<file path="config.mk">
export PLATFORM = sky130hd
export DESIGN_NAME = torque_mode_speed_limiter
export DESIGN_NICKNAME = d
export VERILOG_FILES = /design/src/verilog/speed_limit_pkg.sv /design/src/verilog/torque_mode_speed_limiter.sv
export SDC_FILE = /design/constraint.sdc
export NUM_CORES = 1
export LEC_CHECK = 0
export ABC_AREA = 1
export BUFFER_PORTS_ARGS = -buffer_cell sky130_fd_sc_hd__buf_2
export CAP_MARGIN = 20
export CORE_MARGIN = 8
export CORE_UTILIZATION = 59
export DETAILED_ROUTE_END_ITERATION = 6
export GPL_ROUTABILITY_DRIVEN = 0
export PLACE_DENSITY = 0.87
export SLEW_MARGIN = 20
export SYNTH_ARGS = -nofsm -noshare
export SYNTH_HDL_FRONTEND = slang
export SYNTH_SLANG_ARGS = --single-unit
</file>
<file path="constraint.sdc">
create_clock -name clk -period 8.45 [get_ports clk]
set_input_delay 1.69 -clock clk [delete_from_list [all_inputs] [get_ports clk]]
set_output_delay 1.69 -clock clk [all_outputs]
set_load 0.02 [all_outputs]
</file>
<file path="src/verilog/speed_limit_pkg.sv">
// Purpose: constants shared by the torque-mode speed limiter
// Assumes: AHB-Lite register access, 32-bit data, one word per register
// Notes:   speeds are unsigned magnitudes in 1 rpm steps
package speed_limit_pkg;

    localparam int          SPEED_W              = 16;

    // register byte offsets
    localparam logic [7:0]  CTRL_OFFSET          = 8'h00;
    localparam logic [7:0]  INT_LIMIT_OFFSET     = 8'h04;
    localparam logic [7:0]  MOTOR_MAX_OFFSET     = 8'h08;
    localparam logic [7:0]  OVERSPEED_OFFSET     = 8'h0C;
    localparam logic [7:0]  STATUS_OFFSET        = 8'h10;

    // control register fields
    localparam int          CTRL_SOURCE_BIT      = 0;
    localparam int          CTRL_CEILING_BIT     = 1;
    localparam int          CTRL_APPLY_BIT       = 8;

    // status register fields
    localparam int          STAT_FLAG_BIT        = 0;
    localparam int          STAT_SOURCE_BIT      = 1;
    localparam int          STAT_CEILING_BIT     = 2;
    localparam int          STAT_LIMIT_LSB       = 16;

    // internal limit maximum and reset values
    localparam logic [15:0] INT_LIMIT_MAX        = 16'h2710;
    localparam logic [15:0] INT_LIMIT_RESET      = 16'h2710;
    localparam logic [15:0] MOTOR_MAX_RESET      = 16'h2710;
    localparam logic [15:0] OVERSPEED_RESET      = 16'h2AF8;
    localparam logic        SOURCE_RESET         = 1'b0;
    localparam logic        CEILING_RESET        = 1'b0;

    // AHB encodings
    localparam logic [1:0]  HTRANS_NONSEQ        = 2'h2;
    localparam logic [1:0]  HTRANS_SEQ           = 2'h3;
    localparam logic        HRESP_OKAY           = 1'b0;

endpackage

</file>
<file path="src/verilog/torque_mode_speed_limiter.sv">
// Purpose: selects the active speed limit in torque control and flags limiting
// Assumes: speed, torque-mode and tick inputs come from logic on clk
// Notes:   zero-wait AHB-Lite slave; source and ceiling selects take effect
//          only at reset release or on a write with the apply bit set
//          registers: control (source, ceiling, apply), internal limit,
//          motor maximum, overspeed detection, status (read only)
//          status holds the flag, the active selects and the active limit
//          a read returns what the register holds in its data phase
//          limit changes only at a control tick; flag changes at a tick and also clears whenever torqueMode is low
//          speed magnitude is compared, so both directions limit alike
//          hsize is ignored, every access is a whole word
//          unmapped offsets read zero and ignore writes
//
// The AHB-Lite slave port and the placing of the registers were left to the implementer.
module torque_mode_speed_limiter #(
    parameter int SPEED_W = speed_limit_pkg::SPEED_W
) (
    input  wire logic                 clk,
    input  wire logic                 reset_n,
    input  wire logic                 hsel,
    input  wire logic [31:0]          haddr,
    input  wire logic [1:0]           htrans,
    input  wire logic                 hwrite,
    input  wire logic [2:0]           hsize,
    input  wire logic [31:0]          hwdata,
    input  wire logic                 hready,
    output logic      [31:0]          hrdata,
    output logic                      hreadyout,
    output logic                      hresp,
    input  wire logic                 controlTick,
    input  wire logic                 torqueMode,
    input  wire logic signed [SPEED_W:0] motorSpeed,
    input  wire logic [SPEED_W-1:0]   externalSpeedLimitValue,
    output logic      [SPEED_W-1:0]   activeSpeedLimit,
    output logic                      speedLimitActiveFlag
);
    import speed_limit_pkg::*;

    ////////////////////////////////////////////////////////////////////////////
    // register decode and helpers
    // register targets of an access
    typedef enum {
        REG_CTRL,
        REG_INT_LIMIT,
        REG_MOTOR_MAX,
        REG_OVERSPEED,
        REG_STATUS,
        REG_NONE
    } reg_e;

    // one address decode shared by the write and the read path
    function automatic reg_e decodeReg(input logic [7:0] a);
        unique case (a)
            CTRL_OFFSET:      decodeReg = REG_CTRL;
            INT_LIMIT_OFFSET: decodeReg = REG_INT_LIMIT;
            MOTOR_MAX_OFFSET: decodeReg = REG_MOTOR_MAX;
            OVERSPEED_OFFSET: decodeReg = REG_OVERSPEED;
            STATUS_OFFSET:    decodeReg = REG_STATUS;
            default:          decodeReg = REG_NONE;
        endcase
    endfunction

    // speed registers read back zero-extended
    function automatic logic [31:0] speedWord(input logic [SPEED_W-1:0] v);
        speedWord = 32'(v);
    endfunction

    function automatic logic [SPEED_W-1:0] clampLimit(input logic [31:0] w);
        clampLimit = w[SPEED_W-1:0];
        // upper bits set count as too large
        if (w[SPEED_W-1:0] > INT_LIMIT_MAX[SPEED_W-1:0] || |w[31:SPEED_W]) begin
            clampLimit = INT_LIMIT_MAX[SPEED_W-1:0];
        end
    endfunction

    function automatic logic [SPEED_W-1:0] minSpeed(input logic [SPEED_W-1:0] a,
                                                    input logic [SPEED_W-1:0] b);
        minSpeed = (a < b) ? a : b;
    endfunction

    // saturates the one negative value with no positive twin
    function automatic logic [SPEED_W-1:0] magnitude(input logic signed [SPEED_W:0] s);
        logic [SPEED_W:0] u;
        u = s[SPEED_W] ? (~s + 1'b1) : s;
        magnitude = u[SPEED_W] ? {SPEED_W{1'b1}} : u[SPEED_W-1:0];
    endfunction

    ////////////////////////////////////////////////////////////////////////////
    // bus address phase capture
    logic                 wrPending;
    logic                 rdPending;
    logic [7:0]           addrLatched;
    logic                 next_wrPending;
    logic                 next_rdPending;
    logic [7:0]           next_addrLatched;
    logic                 addrPhase;
    logic                 validTrans;

    // data phase follows the address phase by one clock
    assign validTrans = (htrans == HTRANS_NONSEQ) || (htrans == HTRANS_SEQ);
    assign addrPhase  = hsel && hready && validTrans;

    always_comb begin
        next_wrPending   = addrPhase && hwrite;
        next_rdPending   = addrPhase && !hwrite;
        // address held for the data phase
        next_addrLatched = addrPhase ? haddr[7:0] : addrLatched;
    end

    always_ff @(posedge clk or negedge reset_n) begin
        if (!reset_n) begin
            wrPending   <= 1'b0;
            rdPending   <= 1'b0;
            addrLatched <= 8'h00;
        end else begin
            wrPending   <= next_wrPending;
            rdPending   <= next_rdPending;
            addrLatched <= next_addrLatched;
        end
    end

    ////////////////////////////////////////////////////////////////////////////
    // configuration registers
    logic                 sourcePending;
    logic                 ceilingPending;
    logic                 sourceSel;
    logic                 ceilingSel;
    logic                 startupDone;
    logic [SPEED_W-1:0]   internalLimitSpeed;
    logic [SPEED_W-1:0]   motorMaxSpeed;
    logic [SPEED_W-1:0]   overspeedDetectSpeed;
    logic                 next_sourcePending;
    logic                 next_ceilingPending;
    logic                 next_sourceSel;
    logic                 next_ceilingSel;
    logic                 next_startupDone;
    logic [SPEED_W-1:0]   next_internalLimitSpeed;
    logic [SPEED_W-1:0]   next_motorMaxSpeed;
    logic [SPEED_W-1:0]   next_overspeedDetectSpeed;

    always_comb begin
        next_sourcePending        = sourcePending;
        next_ceilingPending       = ceilingPending;
        next_sourceSel            = sourceSel;
        next_ceilingSel           = ceilingSel;
        next_startupDone          = 1'b1;
        next_internalLimitSpeed   = internalLimitSpeed;
        next_motorMaxSpeed        = motorMaxSpeed;
        next_overspeedDetectSpeed = overspeedDetectSpeed;
        if (!startupDone) begin
            // selects load once after reset, like a restart
            next_sourceSel  = sourcePending;
            next_ceilingSel = ceilingPending;
        end
        if (wrPending) begin
            unique case (decodeReg(addrLatched))
                REG_CTRL: begin
                    next_sourcePending  = hwdata[CTRL_SOURCE_BIT];
                    next_ceilingPending = hwdata[CTRL_CEILING_BIT];
                    // apply bit copies the selects at once
                    if (hwdata[CTRL_APPLY_BIT]) begin
                        next_sourceSel  = hwdata[CTRL_SOURCE_BIT];
                        next_ceilingSel = hwdata[CTRL_CEILING_BIT];
                    end
                end
                REG_INT_LIMIT: next_internalLimitSpeed = clampLimit(hwdata);
                REG_MOTOR_MAX: next_motorMaxSpeed = hwdata[SPEED_W-1:0];
                REG_OVERSPEED: next_overspeedDetectSpeed = hwdata[SPEED_W-1:0];
                REG_STATUS: ;
                REG_NONE: ;
            endcase
        end
    end

    always_ff @(posedge clk or negedge reset_n) begin
        if (!reset_n) begin
            sourcePending        <= SOURCE_RESET;
            ceilingPending       <= CEILING_RESET;
            sourceSel            <= SOURCE_RESET;
            ceilingSel           <= CEILING_RESET;
            startupDone          <= 1'b0;
            internalLimitSpeed   <= INT_LIMIT_RESET[SPEED_W-1:0];
            motorMaxSpeed        <= MOTOR_MAX_RESET[SPEED_W-1:0];
            overspeedDetectSpeed <= OVERSPEED_RESET[SPEED_W-1:0];
        end else begin
            sourcePending        <= next_sourcePending;
            ceilingPending       <= next_ceilingPending;
            sourceSel            <= next_sourceSel;
            ceilingSel           <= next_ceilingSel;
            startupDone          <= next_startupDone;
            internalLimitSpeed   <= next_internalLimitSpeed;
            motorMaxSpeed        <= next_motorMaxSpeed;
            overspeedDetectSpeed <= next_overspeedDetectSpeed;
        end
    end

    ////////////////////////////////////////////////////////////////////////////
    // limit selection and indication, once per control cycle
    logic [SPEED_W-1:0]   ceilingSpeed;
    logic [SPEED_W-1:0]   internalActive;
    logic [SPEED_W-1:0]   selectedLimit;
    logic [SPEED_W-1:0]   speedMag;
    logic                 atLimit;
    logic [SPEED_W-1:0]   next_activeSpeedLimit;
    logic                 next_speedLimitActiveFlag;

    always_comb begin
        // candidates, evaluated every clock
        // ceiling: motor maximum, or overspeed detection when ceilingSel is set
        ceilingSpeed = motorMaxSpeed;
        if (ceilingSel) begin
            ceilingSpeed = overspeedDetectSpeed;
        end
        internalActive = minSpeed(ceilingSpeed, internalLimitSpeed);
        selectedLimit = internalActive;
        if (sourceSel) begin
            selectedLimit = externalSpeedLimitValue;
        end
        speedMag = magnitude(motorSpeed);
        atLimit  = speedMag >= selectedLimit;
    end

    // limit register moves only at a tick; flag moves at a tick or clears when torqueMode is low
    always_comb begin
        next_activeSpeedLimit     = activeSpeedLimit;
        next_speedLimitActiveFlag = speedLimitActiveFlag;
        if (controlTick) begin
            next_activeSpeedLimit = selectedLimit;
            next_speedLimitActiveFlag = torqueMode && atLimit;
        end
        if (!torqueMode) begin
            next_speedLimitActiveFlag = 1'b0;
        end
    end

    always_ff @(posedge clk or negedge reset_n) begin
        if (!reset_n) begin
            activeSpeedLimit     <= INT_LIMIT_RESET[SPEED_W-1:0];
            speedLimitActiveFlag <= 1'b0;
        end else begin
            activeSpeedLimit     <= next_activeSpeedLimit;
            speedLimitActiveFlag <= next_speedLimitActiveFlag;
        end
    end

    ////////////////////////////////////////////////////////////////////////////
    // read data, registered at the address phase
    // words come from next values, so a read right behind a write sees it
    logic [31:0]          ctrlWord;
    logic [31:0]          statusWord;
    logic [31:0]          next_hrdata;

    always_comb begin
        ctrlWord                              = 32'h0000_0000;
        ctrlWord[CTRL_SOURCE_BIT]             = next_sourcePending;
        ctrlWord[CTRL_CEILING_BIT]            = next_ceilingPending;
        statusWord                            = 32'h0000_0000;
        statusWord[STAT_FLAG_BIT]             = next_speedLimitActiveFlag;
        statusWord[STAT_SOURCE_BIT]           = next_sourceSel;
        statusWord[STAT_CEILING_BIT]          = next_ceilingSel;
        statusWord[STAT_LIMIT_LSB +: SPEED_W] = next_activeSpeedLimit;
    end

    always_comb begin
        // zero outside a read data phase
        next_hrdata = 32'h0000_0000;
        if (next_rdPending) begin
            unique case (decodeReg(haddr[7:0]))
                REG_CTRL:      next_hrdata = ctrlWord;
                REG_INT_LIMIT: next_hrdata = speedWord(next_internalLimitSpeed);
                REG_MOTOR_MAX: next_hrdata = speedWord(next_motorMaxSpeed);
                REG_OVERSPEED: next_hrdata = speedWord(next_overspeedDetectSpeed);
                REG_STATUS:    next_hrdata = statusWord;
                REG_NONE:      next_hrdata = 32'h0000_0000;
            endcase
        end
    end

    always_ff @(posedge clk or negedge reset_n) begin
        if (!reset_n) begin
            hrdata    <= 32'h0000_0000;
            hreadyout <= 1'b0;
            hresp     <= HRESP_OKAY;
        end else begin
            hrdata    <= next_hrdata;
            hreadyout <= 1'b1;
            hresp     <= HRESP_OKAY;
        end
    end

endmodule

</file>
==> results of run 1 <==
cells by family (layout without fill, tap and decap cells):
kind of cell,count (synthesis),count (layout),share of synthesized area
XOR/XNOR,4,4,0.00522
adder cells (fa/ha/maj),32,32,0.0596
flip-flops,111,111,0.418
AND/OR/NAND/NOR,446,446,0.300
other,2,2,0.00112
buffers and inverters,172,292,0.107
AO/OA/AOI/OAI,121,121,0.104
multiplexers,3,3,0.00503
worst max-delay path by stage:
| stage | startpoint | to | slack (ns) | depth (start not counted) |
|---|---|---|---|---|
| floorplan | motorSpeed[0] | hrdata[0] | 4.30 | 20 |
| global placement | ceilingSel | hrdata[0] | 3.61 | 22 |
| detailed placement | ceilingSel | hrdata[0] | 3.53 | 22 |
| CTS | ceilingSel | hrdata[0] | 3.45 | 20 |
| global route | ceilingSel | hrdata[0] | 2.92 | 20 |
| finish | ceilingSel | hrdata[0] | 3.27 | 20 |
placed cells by master (no fill, tap or decap), types with 3 or more instances in the layout:
| cell type | count |
|---|---|
| a21oi_1 | 33 |
| a22o_1 | 3 |
| a31oi_1 | 6 |
| and2_1 | 3 |
| buf_2 | 129 |
| buf_4 | 3 |
| clkbuf_16 | 9 |
| dfrtp_1 | 88 |
| dfstp_2 | 23 |
| ha_1 | 32 |
| inv_1 | 140 |
| mux2_2 | 3 |
| nand2_1 | 230 |
| nand3_1 | 86 |
| nand3b_1 | 4 |
| nand4_1 | 4 |
| nor2_1 | 64 |
| nor3_1 | 10 |
| nor3_2 | 3 |
| nor4_1 | 4 |
| o21ai_0 | 44 |
| o21ai_1 | 12 |
| o21ai_2 | 11 |
| or2_2 | 23 |
| xor2_1 | 3 |
registers in the layout, summed over array words and instances (netlist names):
signal and flops:
hrdata 32, sourceSel 1, wrPending 1, activeSpeedLimit 16
ceilingPending 1, sourcePending 1, ceilingSel 1, addrLatched 8
motorMaxSpeed 16, internalLimitSpeed 16, overspeedDetectSpeed 16, hreadyout 1
speedLimitActiveFlag 1
cells in the mapped netlist (7+ instances only):
| library cell | number |
|---|---|
| buf_6 | 7 |
| nand3_1 | 86 |
| o21ai_0 | 44 |
| o21ai_2 | 11 |
| dfrtp_1 | 88 |
| ha_1 | 32 |
| o21ai_1 | 12 |
| a21oi_1 | 33 |
| or2_2 | 23 |
| nor3_1 | 10 |
| dfstp_2 | 23 |
| nor2_1 | 64 |
| inv_1 | 140 |
| nand2_1 | 230 |
| clkbuf_1 | 11 |
metal layers:
layer / up-vias / wire [um]
met1: 2942 / 7390
met3: 39 / 1630
met5: - / 0
met4: 0 / 481
met2: 277 / 9090
li1: 3066 / -
final cells by class:
class	count	area [um^2]
multi-input cells	608	3190
inverters	144	541
well taps	143	179
clock buffers	12	256
flip-flops and latches	111	2810
fillers	941	3570
repair buffers	132	668
clock inverters	4	53.8
power groups by stage:
stage | clock (mW) | sequential (mW) | combinational (mW)
6_report | 0.444 | 0.598 | 0.301
5_1_grt | 0.467 | 0.602 | 0.338
4_1_cts | 0.444 | 0.597 | 0.298
3_5_place_dp | 0 | 0.606 | 0.294
3_3_place_gp | 0 | 0.605 | 0.284
2_1_floorplan | 0 | 0.613 | 0.187
worst max-delay path, stage by stage (launching register included):
cell      delay (ns)
dfrtp_1         0.96
inv_1           0.29
o21ai_0         0.44
ha_1            0.34
a21oi_1         0.16
o21ai_0         0.12
a21oi_2         0.65
nand2_4         0.26
nand2_1         0.13
nand3_1         0.15
nand2_1         0.10
inv_1           0.04
ha_1            0.26
nand2_1         0.07
nor4_1          0.39
nand3_1         0.12
nand3_1         0.14
nand2_1         0.06
nand2_1         0.07
nand4_1         0.10
a21boi_0        0.21
==> Implementation_results.wiki, run 1 <==
{| class="wikitable"
! Metric !! Value
|-
| Number of antenna violations at the first check in global routing || 0
|-
| Wire length of the first global-routing pass || ~30000 um
|-
| DRC violation total after the first TritonRoute iteration || about 550
|-
| Main flop type after synthesis || dfrtp_1
|-
| Setup violators final || 0
|-
| Met3 usage || 0.0515
|-
| Horizontal die dimension || between 100 and 150 um
|-
| Share of the core filled with cells || 0.683
|-
| WHS || 0.495 ns
|-
| Number of distinct standard cells referenced by the synthesized netlist || 49
|-
| Number of cells produced by synthesis || 891
|-
| Area share of the leading cell type in the synthesized netlist || 0.328
|-
| Detail-routed via count per cell || 5.48
|-
| Type of the tightest min-delay check || reg2reg
|-
| Proportion of synthesized flip-flops having asynchronous set or reset || 1.00
|-
| Type of element capturing the critical path || flop
|-
| Maximum frequency from static timing analysis || 193 MHz
|-
| Vias after detailed routing || 6324
|-
| Antenna Cells || 0
|-
| Register bit count reported by yosys || 111
|-
| Endpoint of the worst hold path || overspeedDetectSpeed[9]
|-
| Final antenna-violating net count || 0
|-
| Arrival time of the worst setup path || approximately 5.4 ns
|-
| DRC violations left || 0
|-
| CTS tree || done
|-
| Area of all placed cells without fillers || 7700 um^2
|-
| Placed standard-cell area || 7380 um^2
|-
| Final Power || 1.34 mW
|-
| Reported net switching power || 0.416 mW
|-
| Total leakage power || approximately 4.2 nW
|-
| Minimum setup slack among reg-to-reg paths || 3.27 ns
|-
| Number of port buffers || between 100 and 150
|-
| Placed wire-length estimate after detailed placement || 13600 um
|-
| Post-Place Setup Slack || ~3.5 ns
|-
| Synth top area cells || dfrtp_1 (33%), nand2_1 (13%), dfstp_2 (9.0%)
|-
| Fraction of power consumed by the clock network || 0.331
|-
| Number of hold violations in the final report || 0
|-
| Unrepaired setup endpoints after global routing || no
|-
| Worst path required time || 8.71 ns
|-
| Max VDD drop || ~0.13 mV
|-
| Power density of the placed cells || 174 nW/um^2
|-
| Tmin final || just over 5 ns
|-
| Layout cell share with drive strength beyond 1 || 0.225
|-
| Global-route track usage on met1 || 0.318
|-
| CP startpoint kind || flop
|-
| First-pass DRT Iterations || 5
|-
| Layout Skew || 0.00580 ns
|-
| Overall fraction of global-route tracks in use || 0.251
|-
| Sequential fraction of design power || 0.445
|-
| Critical Setup Path Class || reg2reg
|-
| Result of the run || completed
|-
| Peak fanout along the critical path || 29
|-
| Max-Cap Viols || 0
|-
| Resized Gates After CTS || 0
|-
| Setup slack of the critical path after layout || 3.27 ns
|-
| Worst slew margin relative to its limit || 0.284
|-
| Maximum level of the CTS H-tree || 3
|-
| Internal Pwr Total || approximately 0.9 mW
|-
| Number of global-route vias before repair || roughly 6100
|-
| TritonCTS buffer count || 9
|-
| Clock-pin transition on the worst setup and hold timing paths || 0.07 ns
|-
| # IOs || 160
|-
| Buffer depth of the longest clock path || 2
|-
| Wire length reported by the detailed router || 18600 um
|-
| Placeable Area || between 10000 and 15000 um^2
|-
| Nets || between 1000 and 1500
|-
| Proportion of synthesized chip area in sequential cells || 0.418
|-
| Number of non-filler instances in the completed layout || 1154
|-
| Actual slew at the worst max-slew pin || 1.07 ns
|-
| Clock Root Buffer || clkbuf_16
|-
| Inst Count DP || between 1000 and 1500
|-
| Combinational group share of total power || 0.224
|-
| Cell count of the worst reg-to-reg path || 20
|-
| Fin crit share || 0.613
|-
| Worst hold path depth || 2
|-
| Total of hold buffers inserted after clock tree synthesis || 0
|-
| Initial core utilization || 0.596
|-
| Cell taking the most area after synthesis || dfrtp_1
|-
| Routing usage on met2 || 0.419
|-
| RR Startpoint || ceilingSel
|-
| Total grt overflow || 0
|-
| GR peak layer || met2
|-
| Chip Height || 123 um
|-
| CTS sink cnt || 111
|-
| Number of enable-type register cells in the synthesized netlist || 0
|-
| Maximum number of pins on one net before global-route repair || 63
|-
| Die outline area || 15100 um^2
|-
| Sw Share || 0.310
|-
| RR Endpoint || hrdata[0]
|-
| Count of synthesis-stage warnings from yosys || 0
|-
| Final TNS setup || 0 ns
|-
| Syn Area/Cell || 7.54 um^2
|-
| Routed length per placed instance || 16.1 um
|-
| Number of placement rows || 39
|-
| Worst hold start || overspeedDetectSpeed[9]
|-
| Clock latency at the later pin of the worst-skew pair || between 0.3 and 0.4 ns
|-
| Area growth from synthesis to final layout || 14.6%
|-
| Number of buffers inserted by post-CTS setup repair || 0
|-
| Synthesized Nets || 1032
|-
| Area of the mapped netlist || 6720 um^2
|-
| Max-slew violation count || 0
|}
(Power assumes the default switching activity.)
==> run 2: changes to the inputs <==
--- a/config.mk
+++ b/config.mk
@@ -9,10 +9,10 @@
 export BUFFER_PORTS_ARGS = -buffer_cell sky130_fd_sc_hd__buf_2
 export CAP_MARGIN = 20
 export CORE_MARGIN = 8
-export CORE_UTILIZATION = 59
+export CORE_UTILIZATION = 49
 export DETAILED_ROUTE_END_ITERATION = 6
 export GPL_ROUTABILITY_DRIVEN = 0
-export PLACE_DENSITY = 0.87
+export PLACE_DENSITY = 0.77
 export SLEW_MARGIN = 20
 export SYNTH_ARGS = -nofsm -noshare
 export SYNTH_HDL_FRONTEND = slang
==> constraint.sdc (replaced) <==
create_clock -name clk -period 4.3 [get_ports clk]
set_input_delay 0.86 -clock clk [delete_from_list [all_inputs] [get_ports clk]]
set_output_delay 0.86 -clock clk [all_outputs]
set_load 0.02 [all_outputs]
==> Implementation_results.wiki, run 2 (same netlist as run 1, synthesis figures left out) <==
{| class="wikitable"
! Metric !! Value
|-
| Max FFs per register || 32
|-
| Vias after detailed routing || 6183
|-
| Type of element capturing the critical path || flop
|-
| Sequential fraction of design power || 0.454
|-
| Total leakage power || 4.26 nW
|-
| Layout Skew || between 0.008 and 0.009 ns
|-
| Nets || 1152
|-
| Reported net switching power || roughly 0.8 mW
|-
| Number of global-route vias before repair || about 6200
|-
| Maximum frequency from static timing analysis || ~260 MHz
|-
| Worst slew margin relative to its limit || 0.278
|-
| Maximum number of pins on one net before global-route repair || 71
|-
| Number of hold violations in the final report || 0
|-
| Final antenna-violating net count || 0
|-
| Max-Cap Viols || 0
|-
| Unrepaired setup endpoints after global routing || no
|-
| Setup violators final || 0
|-
| Placed wire-length estimate after detailed placement || 14200 um
|-
| Clock-pin transition on the worst setup and hold timing paths || 0.07 ns
|-
| Number of placement rows || 42
|-
| Most common cell after layout, fill and taps aside || nand2_1
|-
| Overall fraction of global-route tracks in use || 0.211
|-
| Clock Root Buffer || clkbuf_16
|-
| Delay of the slowest cell on the worst path || 0.50 ns
|-
| Max-slew violation count || 0
|-
| Number of port buffers || 130
|-
| Total of hold buffers inserted after clock tree synthesis || 0
|-
| Largest delay share family, worst path || simple AND/OR/NAND/NOR gates
|-
| Detail-routed via count per cell || slightly above 5
|-
| Die outline area || around 18000 um^2
|-
| DRC violation total after the first TritonRoute iteration || 487
|-
| Horizontal die dimension || 133 um
|-
| Result of the run || completed
|-
| CTS sink cnt || roughly 110
|-
| Chip Height || 133 um
|-
| Area growth from synthesis to final layout || 15.9%
|-
| Internal Pwr Total || 1.77 mW
|-
| Most Frequent Cell on Critical Path || nand2_1
|-
| Layout cell share with drive strength beyond 1 || 0.230
|-
| Peak fanout along the critical path || 16
|-
| Clock latency at the later pin of the worst-skew pair || 0.36 ns
|-
| Total grt overflow || 0
|-
| Wire length reported by the detailed router || 18200 um
|-
| CP max stage cell || dfrtp_2
|-
| Actual slew at the worst max-slew pin || roughly 1.1 ns
|-
| Max VDD drop || between 0.15 and 0.2 mV
|-
| Number of antenna violations at the first check in global routing || 0
|-
| Wire length of the first global-routing pass || between 30000 and 40000 um
|-
| Area of all placed cells without fillers || approximately 7800 um^2
|-
| Power density of the placed cells || 330 nW/um^2
|-
| Final TNS setup || 0 ns
|-
| First-pass DRT Iterations || 4
|-
| CP startpoint kind || flop
|-
| Critical Setup Path Class || reg2reg
|-
| Initial core utilization || 0.505
|-
| Buffer depth of the longest clock path || 2
|-
| DRC violations left || 0
|-
| Placed standard-cell area || 7480 um^2
|-
| Arrival time of the worst setup path || approximately 4.2 ns
|-
| Fin crit share || 0.911
|-
| Combinational group share of total power || 0.233
|-
| CTS tree || done
|-
| # IOs || 160
|-
| Type of the tightest min-delay check || reg2reg
|-
| Placeable Area || 13300 um^2
|-
| Tmin final || around 3.9 ns
|-
| Worst path required time || 4.57 ns
|-
| Fraction of power consumed by the clock network || 0.313
|-
| Maximum level of the CTS H-tree || 3
|-
| Antenna Cells || 0
|-
| Count of buffer and inverter cells on the critical path || 3
|-
| Leading cell types in the layout, fill and taps excluded || nand2_1 (230), inv_1 (140), buf_2 (129), dfrtp_1 (87), nand3_1 (86)
|-
| Largest Register || hrdata
|-
| TritonCTS buffer count || 9
|-
| Sw Share || 0.312
|-
| Routed length per placed instance || about 15 um
|}
run 2: cell types whose count changed in the layout (fill, tap and decap cells not counted), sizes merged:
| cell | delta |
|---|---|
| bufinv | -1 |
| clkinv | +2 |
| buf | +5 |
| clkinvlp | -1 |
run 2: power by group through the flow:
| stage | registers [mW] | clock network (mW) | logic, mW |
|---|---|---|---|
| finish | 1.17 | 0.805 | 0.598 |
| global route | 1.18 | 0.866 | 0.682 |
| CTS | 1.17 | 0.825 | 0.593 |
| detailed placement | 1.19 | 0 | 0.590 |
| global placement | 1.18 | 0 | 0.574 |
| floorplan | 1.20 | 0 | 0.368 |
run 2: worst paths after layout:
kind | cells past startpoint | slack (ns) | end | start
max in group asynchronous | 2 | 2.90 | motorMaxSpeed[9] | reset_n
worst max-delay path | 26 | 0.38 | hrdata[0] | ceilingSel
min in group asynchronous | 1 | 0.64 | motorMaxSpeed[3] | reset_n
worst min register to register | 2 | 0.49 | motorMaxSpeed[14] | motorMaxSpeed[14]
worst min-delay path | 2 | 0.49 | motorMaxSpeed[14] | motorMaxSpeed[14]
worst max register to register | 26 | 0.38 | hrdata[0] | ceilingSel
run 2: worst reg2reg max path: cells and delay by family (launching register included):
| kind | cells | cell delay [ns] |
|---|---|---|
| AND/OR/NAND/NOR | 19 | 2.18 |
| adder cells (fa/ha/maj) | 2 | 0.53 |
| flip-flops | 1 | 0.50 |
| AO/OA/AOI/OAI | 2 | 0.32 |
| buffers and inverters | 3 | 0.28 |
run 2: final cells by class:
class / instances / area (um^2)
fill: 1240 / 5510
clock inverter: 4 / 30.0
timing repair buffer: 137 / 731
inverter: 144 / 541
multi-input combinational: 608 / 3200
tap: 176 / 220
sequential: 111 / 2810
clock buffer: 12 / 256
run 2: per-layer routing:
metal	vias up	global-route usage	wire length, um
met4	0	0.119	766
li1	3070	-	-
met3	49	0.0386	1080
met2	204	0.336	8440
met5	-	0	0
met1	2860	0.265	7930
run 2: repair_timing:
action | 4_1_cts | 5_1_grt
hold endpoints to repair | 0 | 0
resized for setup | 0 | 5
setup buffers | 0 | 2
endpoints found under the setup margin | 0 | 2
run 2: per-stage QoR:
step	std cells	utilization	hold WS (ns)	power, mW	setup slack (ns)
2_1_floorplan	891	-	0.456	1.57	0.820
3_3_place_gp	1174	0.562	0.475	1.76	0.286
3_5_place_dp	1174	0.562	0.475	1.78	0.196
4_1_cts	1190	0.584	0.491	2.59	0.164
5_1_grt	1192	0.586	0.512	2.72	0.0338
6_report	1192	0.586	0.494	2.57	0.382
